File: config.mk
export PLATFORM = sky130hd
export DESIGN_NAME = uqc_event_counter
export DESIGN_NICKNAME = d
export VERILOG_FILES = /design/src/uqc_pkg.sv /design/src/uqc_event_counter.sv
export SDC_FILE = /design/constraint.sdc
export NUM_CORES = 1
export LEC_CHECK = 0
export BUFFER_PORTS_ARGS = -buffer_cell sky130_fd_sc_hd__buf_2
export CAP_MARGIN = 20
export CORE_MARGIN = 5
export CORE_UTILIZATION = 35
export DETAILED_ROUTE_END_ITERATION = 10
export PLACE_DENSITY = 0.5
export SYNTH_ARGS = -nofsm -noshare
export SYNTH_HDL_FRONTEND = slang
export SYNTH_SLANG_ARGS = --single-unit
File: constraint.sdc
create_clock -name clk_sys -period 8.9 [get_ports clk_sys]
set_input_delay 1.78 -clock clk_sys [delete_from_list [all_inputs] [get_ports clk_sys]]
set_output_delay 1.78 -clock clk_sys [all_outputs]
set_load 0.03 [all_outputs]
File: src/uqc_pkg.sv
package uqc_pkg;
	// register byte offsets
	localparam logic [3:0]  OFF_CTRL   = 4'h0;
	localparam logic [3:0]  OFF_LIMIT  = 4'h4;
	localparam logic [3:0]  OFF_RELOAD = 4'h8;
	localparam logic [3:0]  OFF_STATUS = 4'hC;

	// control fields
	localparam int CTRL_UP_EN      = 0;
	localparam int CTRL_DOWN_EN    = 1;
	localparam int CTRL_AUTO_RST   = 2;
	localparam int CTRL_AUTO_RLD   = 3;
	localparam int CTRL_RST_SHORT  = 4;
	localparam int CTRL_RLD_SHORT  = 5;
	localparam int CTRL_W          = 6;
	localparam logic [5:0] CTRL_RESET = 6'h03;

	// status fields above the count
	localparam int STAT_OVF = 16;
	localparam int STAT_UNF = 17;

	// counter range
	localparam int         CNT_W       = 16;
	localparam logic [15:0] LIMIT_DEF  = 16'h03E8;
	localparam logic [15:0] RELOAD_DEF = 16'h03E8;
	localparam logic [15:0] CNT_ZERO   = 16'h0000;
	localparam logic [15:0] CNT_ONE    = 16'h0001;

	// pulse timing
	localparam longint unsigned CLK_HZ     = 125000000;
	localparam longint unsigned MIN_LONG_MS  = 350;
	localparam longint unsigned MIN_SHORT_MS = 100;
	localparam longint unsigned MAX_HIGH_S   = 30;
	localparam longint unsigned MIN_LONG_CYC  = (MIN_LONG_MS * CLK_HZ + 999) / 1000;
	localparam longint unsigned MIN_SHORT_CYC = (MIN_SHORT_MS * CLK_HZ + 999) / 1000;
	localparam longint unsigned MAX_HIGH_CYC  = MAX_HIGH_S * CLK_HZ;

	localparam int          TMR_W   = 32;
	localparam logic [31:0] TMR_ONE = 32'h0000_0001;

	typedef enum logic [2:0] {
		UQC_Q_LOW   = 3'b001,
		UQC_Q_HIGH  = 3'b010,
		UQC_Q_BLOCK = 3'b100
	} uqc_qual_e;
endpackage

File: src/uqc_event_counter.sv
// What this block does
// rising edge on up input adds one to the counter
// rising edge on down input subtracts one from the counter
// rising edges on both inputs together leave the counter unchanged
// overflow goes high at the limit and holds until a valid reset
// underflow goes high when decrement reaches zero, holds until a valid reload or reset
// automatic reset: overflow for one cycle, then counter returns to zero
// manual reset clears counter after low-high-low with long enough high phase
// manual reset at the limit ignores up edges until a valid reset
// a valid reset pulse clears the counter even below the limit
// automatic reload: underflow for one cycle, then counter takes reload value
// manual reload loads after low-high-low with long enough high phase
// manual reload at zero ignores down edges until a valid reload
// a valid reload pulse loads the reload value at any count
// upper limit accepted from 1 to 65535, default 1000
// reload value accepted from 1 to 65535, default 1000
// software keeps the upper limit at or above the reload value
// reset high time minimum 100 or 350 ms, default 350, over 30 s invalid
// reload high time minimum 100 or 350 ms, default 350, over 30 s invalid
// reset beats reload and any counting edge
// pulse high times are counted in clocks and judged at the falling edge
//
// Our own choices: register access over Avalon-MM and the address map.
`timescale 1ns/1ps

module uqc_pulse_qual #(
	parameter logic [31:0] MIN_LONG  = 32'h0000_0001,
	parameter logic [31:0] MIN_SHORT = 32'h0000_0001,
	parameter logic [31:0] MAX_HIGH  = 32'h0000_0002
) (
	// clock and reset
	input  wire logic clk_sys,
	input  wire logic rst,
	// pulse input and selection
	input  wire logic level,
	input  wire logic short_sel,
	// one-cycle accept
	output logic      valid
);
	uqc_pkg::uqc_qual_e          state;
	uqc_pkg::uqc_qual_e          next_state;
	logic [uqc_pkg::TMR_W-1:0]   high_cnt;
	logic [uqc_pkg::TMR_W-1:0]   next_high_cnt;
	logic                        next_valid;
	wire  [uqc_pkg::TMR_W-1:0]   min_cyc = short_sel ? MIN_SHORT : MIN_LONG;
	wire                         long_ok = high_cnt >= min_cyc;

	always_comb begin
		next_state    = state;
		next_high_cnt = high_cnt;
		next_valid    = 1'b0;
		case (state)
			uqc_pkg::UQC_Q_LOW: begin
				if (level) begin
					next_state    = uqc_pkg::UQC_Q_HIGH;
					next_high_cnt = uqc_pkg::TMR_ONE;
				end
			end
			uqc_pkg::UQC_Q_HIGH: begin
				if (!level) begin
					// judged only when the pulse ends
					next_valid = long_ok; // see R17
					next_state = uqc_pkg::UQC_Q_LOW;
				end else if (high_cnt >= MAX_HIGH) begin
					// stuck high: the pulse can no longer qualify
					next_state = uqc_pkg::UQC_Q_BLOCK;
				end else begin
					next_high_cnt = high_cnt + uqc_pkg::TMR_ONE;
				end
			end
			uqc_pkg::UQC_Q_BLOCK: begin
				// a low phase must be seen before a new pulse counts (see R07 see R11)
				if (!level)
					next_state = uqc_pkg::UQC_Q_LOW;
			end
			default: next_state = uqc_pkg::UQC_Q_BLOCK;
		endcase
	end

	always_ff @(posedge clk_sys or posedge rst) begin
		if (rst) begin
			state    <= uqc_pkg::UQC_Q_BLOCK;
			high_cnt <= '0;
			valid    <= 1'b0;
		end else begin
			state    <= next_state;
			high_cnt <= next_high_cnt;
			valid    <= next_valid;
		end
	end
endmodule

module uqc_rise_det #(
	parameter logic IDLE = 1'b0
) (
	// clock and reset
	input  wire logic clk_sys,
	input  wire logic rst,
	// sampled line and its enable
	input  wire logic level,
	input  wire logic enable,
	// one-cycle rise
	output logic      rise
);
	logic level_d;

	// previous sample restarts at the idle level, so no false edge follows reset
	always_ff @(posedge clk_sys or posedge rst) begin
		if (rst)
			level_d <= IDLE;
		else
			level_d <= level;
	end

	assign rise = level & ~level_d & enable;
endmodule

module uqc_event_counter #(
	parameter logic [31:0] MIN_LONG_CYC  = 32'(uqc_pkg::MIN_LONG_CYC),
	parameter logic [31:0] MIN_SHORT_CYC = 32'(uqc_pkg::MIN_SHORT_CYC),
	parameter logic [31:0] MAX_HIGH_CYC  = 32'(uqc_pkg::MAX_HIGH_CYC)
) (
	// clock and reset
	input  wire logic        clk_sys,
	input  wire logic        rst,
	// avalon-mm slave
	input  wire logic [3:0]  avs_address,
	input  wire logic        avs_read,
	input  wire logic        avs_write,
	input  wire logic [31:0] avs_writedata,
	input  wire logic [3:0]  avs_byteenable,
	output logic [31:0]      avs_readdata,
	output logic             avs_waitrequest,
	// event inputs
	input  wire logic        up_count,
	input  wire logic        down_count,
	input  wire logic        counter_reset,
	input  wire logic        counter_reload,
	// flags and count value
	output logic             overflow,
	output logic             underflow,
	output logic [15:0]      count_value
);
	logic [uqc_pkg::CTRL_W-1:0]  ctrl;
	logic [uqc_pkg::CNT_W-1:0]   limit;
	logic [uqc_pkg::CNT_W-1:0]   reload_val;
	logic [uqc_pkg::CNT_W-1:0]   count;
	logic [uqc_pkg::CNT_W-1:0]   next_count;
	logic                        next_ovf;
	logic                        next_unf;
	logic                        ack;
	logic                        up_edge;
	logic                        dn_edge;
	logic                        rst_ok;
	logic                        rld_ok;

	// bus decode: one wait cycle, then the answer
	wire req      = avs_read | avs_write;
	wire wr_take  = avs_write & ack;
	wire sel_ctrl = avs_address == uqc_pkg::OFF_CTRL;
	wire sel_lim  = avs_address == uqc_pkg::OFF_LIMIT;
	wire sel_rld  = avs_address == uqc_pkg::OFF_RELOAD;
	wire sel_stat = avs_address == uqc_pkg::OFF_STATUS;
	wire full_lo  = &avs_byteenable[1:0];
	wire [uqc_pkg::CNT_W-1:0] wr_val = avs_writedata[uqc_pkg::CNT_W-1:0];
	// zero is outside the legal range, so such writes are dropped
	wire lim_we   = wr_take & sel_lim & full_lo & (wr_val != uqc_pkg::CNT_ZERO);
	wire rld_we   = wr_take & sel_rld & full_lo & (wr_val != uqc_pkg::CNT_ZERO);
	wire ctrl_we  = wr_take & sel_ctrl & avs_byteenable[0];

	assign avs_waitrequest = req & ~ack;

	wire [31:0] rd_mux =
		sel_ctrl ? {26'h0, ctrl} :
		sel_lim  ? {16'h0, limit} :
		sel_rld  ? {16'h0, reload_val} :
		sel_stat ? {14'h0, underflow, overflow, count} : 32'h0;

	always_ff @(posedge clk_sys or posedge rst) begin
		if (rst) begin
			ack          <= 1'b0;
			avs_readdata <= 32'h0;
		end else begin
			ack          <= req & ~ack;
			avs_readdata <= rd_mux;
		end
	end

	always_ff @(posedge clk_sys or posedge rst) begin
		if (rst) begin
			ctrl       <= uqc_pkg::CTRL_RESET;
			limit      <= uqc_pkg::LIMIT_DEF;
			reload_val <= uqc_pkg::RELOAD_DEF;
		end else begin
			if (ctrl_we)
				ctrl <= avs_writedata[uqc_pkg::CTRL_W-1:0];
			if (lim_we)
				limit <= wr_val;
			if (rld_we)
				reload_val <= wr_val;
		end
	end

	// pulse qualifiers for the reset and reload inputs
	uqc_pulse_qual #(
		.MIN_LONG  (MIN_LONG_CYC),
		.MIN_SHORT (MIN_SHORT_CYC),
		.MAX_HIGH  (MAX_HIGH_CYC)
	) u_rst_qual (
		.clk_sys   (clk_sys),
		.rst       (rst),
		.level     (counter_reset),
		.short_sel (ctrl[uqc_pkg::CTRL_RST_SHORT]),
		.valid     (rst_ok)
	);

	uqc_pulse_qual #(
		.MIN_LONG  (MIN_LONG_CYC),
		.MIN_SHORT (MIN_SHORT_CYC),
		.MAX_HIGH  (MAX_HIGH_CYC)
	) u_rld_qual (
		.clk_sys   (clk_sys),
		.rst       (rst),
		.level     (counter_reload),
		.short_sel (ctrl[uqc_pkg::CTRL_RLD_SHORT]),
		.valid     (rld_ok)
	);

	// count edge detection; a disabled direction never shows an edge
	uqc_rise_det #(
		.IDLE (1'b0)
	) u_up_det (
		.clk_sys (clk_sys),
		.rst     (rst),
		.level   (up_count),
		.enable  (ctrl[uqc_pkg::CTRL_UP_EN]),
		.rise    (up_edge)
	);

	uqc_rise_det #(
		.IDLE (1'b0)
	) u_dn_det (
		.clk_sys (clk_sys),
		.rst     (rst),
		.level   (down_count),
		.enable  (ctrl[uqc_pkg::CTRL_DOWN_EN]),
		.rise    (dn_edge)
	);

	wire auto_rst = ctrl[uqc_pkg::CTRL_AUTO_RST];
	wire auto_rld = ctrl[uqc_pkg::CTRL_AUTO_RLD];
	wire at_lim   = count == limit;
	wire at_zero  = count == uqc_pkg::CNT_ZERO;
	// a held flag freezes its direction until the qualified pulse
	wire up_go    = up_edge & ~dn_edge & ~overflow & ~at_lim;   // see R03
	wire dn_go    = dn_edge & ~up_edge & ~underflow & ~at_zero; // see R03
	wire inc_lim  = up_go & (count + uqc_pkg::CNT_ONE == limit);
	wire dec_zero = dn_go & (count == uqc_pkg::CNT_ONE);

	always_comb begin
		next_count = count;
		if (rst_ok)
			next_count = uqc_pkg::CNT_ZERO; // see R07 see R09
		else if (rld_ok)
			next_count = reload_val; // see R11
		else if (auto_rst & overflow)
			next_count = uqc_pkg::CNT_ZERO;
		else if (auto_rld & underflow)
			next_count = reload_val;
		else if (up_go)
			next_count = count + uqc_pkg::CNT_ONE;
		else if (dn_go)
			next_count = count - uqc_pkg::CNT_ONE;
	end

	always_comb begin
		if (rst_ok)
			next_ovf = 1'b0;
		else if (auto_rst)
			next_ovf = inc_lim & ~overflow;
		else
			next_ovf = overflow | inc_lim;
	end

	always_comb begin
		if (rst_ok | rld_ok)
			next_unf = 1'b0;
		else if (auto_rld)
			next_unf = dec_zero & ~underflow;
		else
			next_unf = underflow | dec_zero;
	end

	always_ff @(posedge clk_sys or posedge rst) begin
		if (rst) begin
			count     <= uqc_pkg::CNT_ZERO;
			overflow  <= 1'b0;
			underflow <= 1'b0;
		end else begin
			count     <= next_count;
			overflow  <= next_ovf;
			underflow <= next_unf;
		end
	end

	assign count_value = count;
endmodule

==> run metrics, run 1 <==
Setup CP Type=in -> reg; GRT Util Overall=16.7%; worst hold stages=1; post-DP HPWL=17.5 mm; CTS tree=done; WP data required=9.20 ns; cells along the critical path=buf_2, nor2b_1, nand3_1, mux2_2; CTS clk-pin slew, worst paths=0.06 ns; Fill cells=2,589; layout cell share with drive strength beyond 1=20.1%; Seq/Total Area, Yosys=41.1%; Row Count=59; DR vias/cell=5.50; H-tree depth=4; I/O pins=99; antenna viol nets, final=0; crit-path max FO=21; FF-to-FF path depth=8; PD cells=210 nW/um^2; Post-Syn Instances=944; worst stage delay on the critical path=0.78 ns; Area Growth Syn to Fin=12.6%; Peak VDD IR=127 uV; hold endpoint=ack; Comb pwr share=22.8%; Vias=7,360; cell area after synthesis=9110 um^2; Setup Buffers After CTS=0; Bufs on Longest Clock Path=2; Switching Share=34.4%; pin count of the biggest net entering global routing=77; top cell type's share of synthesized area=36.5%; clock latency on the worst-skew pair=0.42 ns; Lkg Pwr=4.49 nW; Peak Freq=249 MHz; antenna fix cells=0; reg2reg end=count_value[6]; vias in the first global route=7,192; Final Setup Violations=0; Overflow after GRT=0; pre-CTS worst setup slack=4.49 ns; Reg area=3750 um^2; PortBufs=66; Tmin final=4.01 ns; DRC Markers=0; Worst Path Buf+Inv=1; RSZ-0062 raised after global routing=false; CTS-repair resized insts=0; min-delay src=ack; top post-synthesis cells by area=dfrtp_1, mux2_2, dfstp_2; DIE HEIGHT=171 um; Max-slew headroom=26.5%; routed len/inst=18.0 um; Core Box Area=25,800 um^2; initial cell density of the core=35.3%; final setup margin=4.89 ns; Worst Setup Start Kind=input pin; setup TNS=0 ns; CP max-delay cell=nand3_1; Clk pwr share=35.7%; Iter 0 DRT Violations=608; post-synth top area cell=dfrtp_1; pin slew with the least headroom to its limit=1.09 ns; root buf cell=clkbuf_16; Multi-input gate area=4980 um^2; TritonCTS Sinks=149; full die area=29,400 um^2; number of buffers created by CTS=17; Critical path origin=avs_address[2]; CTS Hold Bufs=0; fin nets=1,064; Ys Warns=0; status=finished, final reports clean; Setup crit end kind=flop; flops & latches, synth=149; ys async rst share=100%; internal power=1.41 mW; Flop pwr share=41.5%; max-slew violations=0; first-pass GRT wire length=39.5 mm; final hold viol count=0; synth unique cells=81; ys flop type=dfrtp_1; crit share post-route=45.1%; Avg Synthesized Cell Area=9.65 um^2; Die Wd=171 um; antenna violations before repair=0; Hold Crit Class=reg -> reg; Worst Skew=0.0118 ns; Worst EP arrival=4.31 ns; Detailed Route WL=24.1 mm; Critical R2R Launch=count_value[3]; placer congestion estimate=0.878; P_sw=741 uW; Max Cap Viol=0; Pre-antenna DRT Iters=5; EDFF count, synth=0; Reg2Reg Setup Slack=5.92 ns; Crit path max-delay family=simple AND/OR/NAND/NOR gates
==> power groups by stage <==
| stage | Clock (mW) | Combinational (mW) | Sequential, mW |
|---|---|---|---|
| 6_report | 0.768 | 0.492 | 0.894 |
| 2_1_floorplan | 0 | 0.395 | 0.877 |
| 3_3_place_gp | 0 | 0.491 | 0.903 |
| 4_1_cts | 0.788 | 0.494 | 0.891 |
| 3_5_place_dp | 0 | 0.492 | 0.904 |
| 5_1_grt | 0.818 | 0.544 | 0.910 |
==> synthesized netlist by cell type, drive strengths merged, types with 19 or more instances <==
library cell	number
nor2	98
inv	24
nand2	68
buf	38
clkbuf	22
and3	19
nor4	24
ha	27
dfrtp	133
nand3	41
o21ai	36
nor3	23
nand4	31
mux2	48
xor2	35
a21oi	38
xnor2	33
==> routing by layer <==
layer | global-route usage (%) | vias up | share of wire (%)
li1 | - | 3532 | -
met1 | 23.3 | 3619 | 47
met2 | 26.6 | 175 | 47
met3 | 3.29 | 34 | 4.6
met4 | 4.75 | 0 | 2.1
met5 | 0 | - | 0
==> worst max path at each step <==
stage                      endpoint  cells past startpoint
detailed placement        limit[15]                      4
global placement           limit[0]                      4
CTS                 avs_waitrequest                      4
floorplan                       ack                      1
global route               limit[2]                      4
finish                     limit[2]                      4
==> sequential cells by signal (all words and copies together), names as in the netlist <==
name and cells:
ctrl 6, u_rld_qual.high_cnt 32, underflow 1, overflow 1
u_rst_qual.high_cnt 32, u_dn_det.level_d 1, u_rst_qual.state 3, count_value 16
avs_readdata 18, u_rld_qual.valid 1, limit 16, u_rld_qual.state 3
u_rst_qual.valid 1, ack 1, reload_val 16, u_up_det.level_d 1
==> layout make-up <==
type	count	share of cell area, %
inverter	24	0.927
timing repair buffer	73	3.85
clock inverter	12	1.61
clock buffer	20	4.45
tap	335	4.09
sequential	149	36.5
multi-input combinational	724	48.5
==> logic make-up after synthesis <==
group,after synthesis,share of synthesized area [%]
compound gates,171,12.8
flops,149,41.1
simple gates,384,22.6
xor+xnor,68,6.87
buf+inv,84,4.83
other cells,1,0.0412
fa+ha+maj,27,3.71
mux,60,8.07
==> cells in the final DEF (no fill, tap or decap), types with 12 or more instances in the layout <==
cell and instances:
dfrtp_1 133, nor2_1 97, buf_2 67, nand2_1 66
mux2_2 48, nand3_1 40, a21oi_1 37, xor2_1 35
o21ai_0 33, nand4_1 31, xnor2_1 29, ha_1 27
inv_1 23, nor3_1 21, nor4_1 20, and3_1 19
clkbuf_16 17, or3_1 16, dfstp_2 16, and2_1 15
o211ai_1 14, conb_1 14, a22oi_1 13, or4_1 12
==> stage by stage <==
stage | instance area (um^2) | util [%] | instances | hold slack [ns] | total power, mW
final | 10300 | 39.7 | 1337 | 0.432 | 2.15
after global routing | 10300 | 39.7 | 1337 | 0.452 | 2.27
after CTS | 10200 | 39.6 | 1335 | 0.434 | 2.17
after detailed placement | 9610 | 37.2 | 1303 | 0.425 | 1.40
after global placement | 9600 | 37.2 | 1302 | 0.415 | 1.39
after floorplan | 9160 | - | 957 | 0.461 | 1.27
No activity file was read; power rests on OpenSTA's default activity.
==> inputs of run 2 (changes only) <==
==> constraint.sdc (replaced) <==
create_clock -name clk_sys -period 3.7 [get_ports clk_sys]
set_input_delay 0.74 -clock clk_sys [delete_from_list [all_inputs] [get_ports clk_sys]]
set_output_delay 0.74 -clock clk_sys [all_outputs]
set_load 0.03 [all_outputs]
==> run metrics, run 2 (synthesis results as in run 1) <==
status=finished, final reports clean; Comb pwr share=25.2%; Max Cap Viol=0; vias in the first global route=7,274; H-tree depth=4; Fill cells=2,578; post-DP HPWL=18.0 mm; P_sw=1.78 mW; first-pass GRT wire length=40.6 mm; Detailed Route WL=24.5 mm; Setup CP Type=reg -> reg; Row Count=59; antenna violations before repair=1; setup TNS=0 ns; Setup crit end kind=flop; most frequent cells in the layout=dfrtp_1, nor2_1, nand2_1, buf_2, mux2_2; Hold Crit Class=in -> async; routed length on met2=11.4 mm; placer congestion estimate=0.861; fin nets=1,081; Multi-input gate area=4970 um^2; TritonCTS Sinks=149; Setup Buffers After CTS=0; met3 wire len=1.13 mm; initial cell density of the core=35.3%; Final Setup Violations=0; final setup margin=0.971 ns; final hold viol count=0; Iter 0 DRT Violations=611; DIE HEIGHT=171 um; Reg area=3750 um^2; final core utilization=39.9%; biggest regs=u_rld_qual.high_cnt x32, u_rst_qual.high_cnt x32, avs_readdata x18; max-slew violations=0; I/O pins=99; met1 wire length=11.6 mm; layout cell share with drive strength beyond 1=21.2%; Peak VDD IR=260 uV; CTS-repair resized insts=0; Die Wd=171 um; internal power=3.26 mW; commonest non-fill, non-tap cell in the layout=dfrtp_1; CTS tree=done; WP data required=4.02 ns; DR vias/cell=5.45; Vias=7,387; Overflow after GRT=0; worst stage delay on the critical path=0.71 ns; cells along the critical path=xnor2_1, nand4_1, or4_1, a21oi_4, a21oi_1, xnor2_1, o21ai_0; Worst Setup Start Kind=flop; PortBufs=66; number of buffers created by CTS=17; GRT Util Overall=17.2%; pin slew with the least headroom to its limit=0.968 ns; Max-slew headroom=35.4%; Flop pwr share=41.8%; antenna viol nets, final=0; Pre-antenna DRT Iters=5; crit-path max FO=13; RSZ-0062 raised after global routing=false; routed len/inst=18.1 um; Worst Skew=0.0103 ns; root buf cell=clkbuf_16; PD cells=488 nW/um^2; Peak Freq=366 MHz; CTS clk-pin slew, worst paths=0.06 ns; full die area=29,400 um^2; Lkg Pwr=4.54 nW; most frequent CP cell=xnor2_1; Area Growth Syn to Fin=13.3%; Clk pwr share=33.1%; crit share post-route=73.8%; DRC Markers=0; Tmin final=2.73 ns; clock latency on the worst-skew pair=0.42 ns; max layer used=met4; pre-CTS worst setup slack=0.725 ns; Worst EP arrival=3.05 ns; pin count of the biggest net entering global routing=108; CP max-delay cell=or4_1; Core Box Area=25,800 um^2; Switching Share=35.3%; CTS Hold Bufs=0; Bufs on Longest Clock Path=2
run 2: area by class of cell:
cell class	instances	share of cell area [%]
diodes	1	0.0242
clock inverters	12	1.03
multi-input cells	724	48.2
clock buffers	20	4.33
flip-flops and latches	149	36.3
well taps	335	4.06
repair buffers	90	5.14
inverters	24	0.909
run 2: path summary, 6_finish.rpt:
check | cells after the start | slack [ns] | to | start
min in group clk_sys | 1 | 0.44 | ack | ack
min reg2reg | 1 | 0.44 | ack | ack
min | 2 | 0.38 | ack | rst
max in group asynchronous | 3 | 2.39 | u_rst_qual.high_cnt[6] | rst
max reg2reg | 7 | 0.97 | count_value[2] | count_value[0]
max | 7 | 0.97 | count_value[2] | count_value[0]
run 2: critical path: cells and delay by family, from the launching register on:
family / cells / cell delay (ns)
compound gates: 3 / 0.69
flops: 1 / 0.55
xor+xnor: 2 / 0.45
simple gates: 2 / 0.92
run 2: power by group through the flow:
stage,clock network (mW),logic [mW],registers [mW]
3_3_place_gp,0,1.26,2.13
6_report,1.67,1.27,2.10
2_1_floorplan,0,0.951,2.11
5_1_grt,1.79,1.42,2.14
4_1_cts,1.71,1.28,2.10
3_5_place_dp,0,1.27,2.13
run 2: through the flow:
step	hold slack (ns)	cell area, um^2	std cells	total power [mW]
2_1_floorplan	0.461	9170	957	3.06
3_3_place_gp	0.415	9750	1321	3.39
3_5_place_dp	0.423	9760	1322	3.40
4_1_cts	0.389	10300	1354	5.09
5_1_grt	0.410	10300	1355	5.34
6_report	0.378	10300	1355	5.04
run 2: per-layer routing:
layer / vias to the layer above / track usage, %
met5: - / 0
met4: 0 / 4.55
met3: 23 / 3.29
met2: 177 / 27.3
met1: 3610 / 24.2
li1: 3577 / -
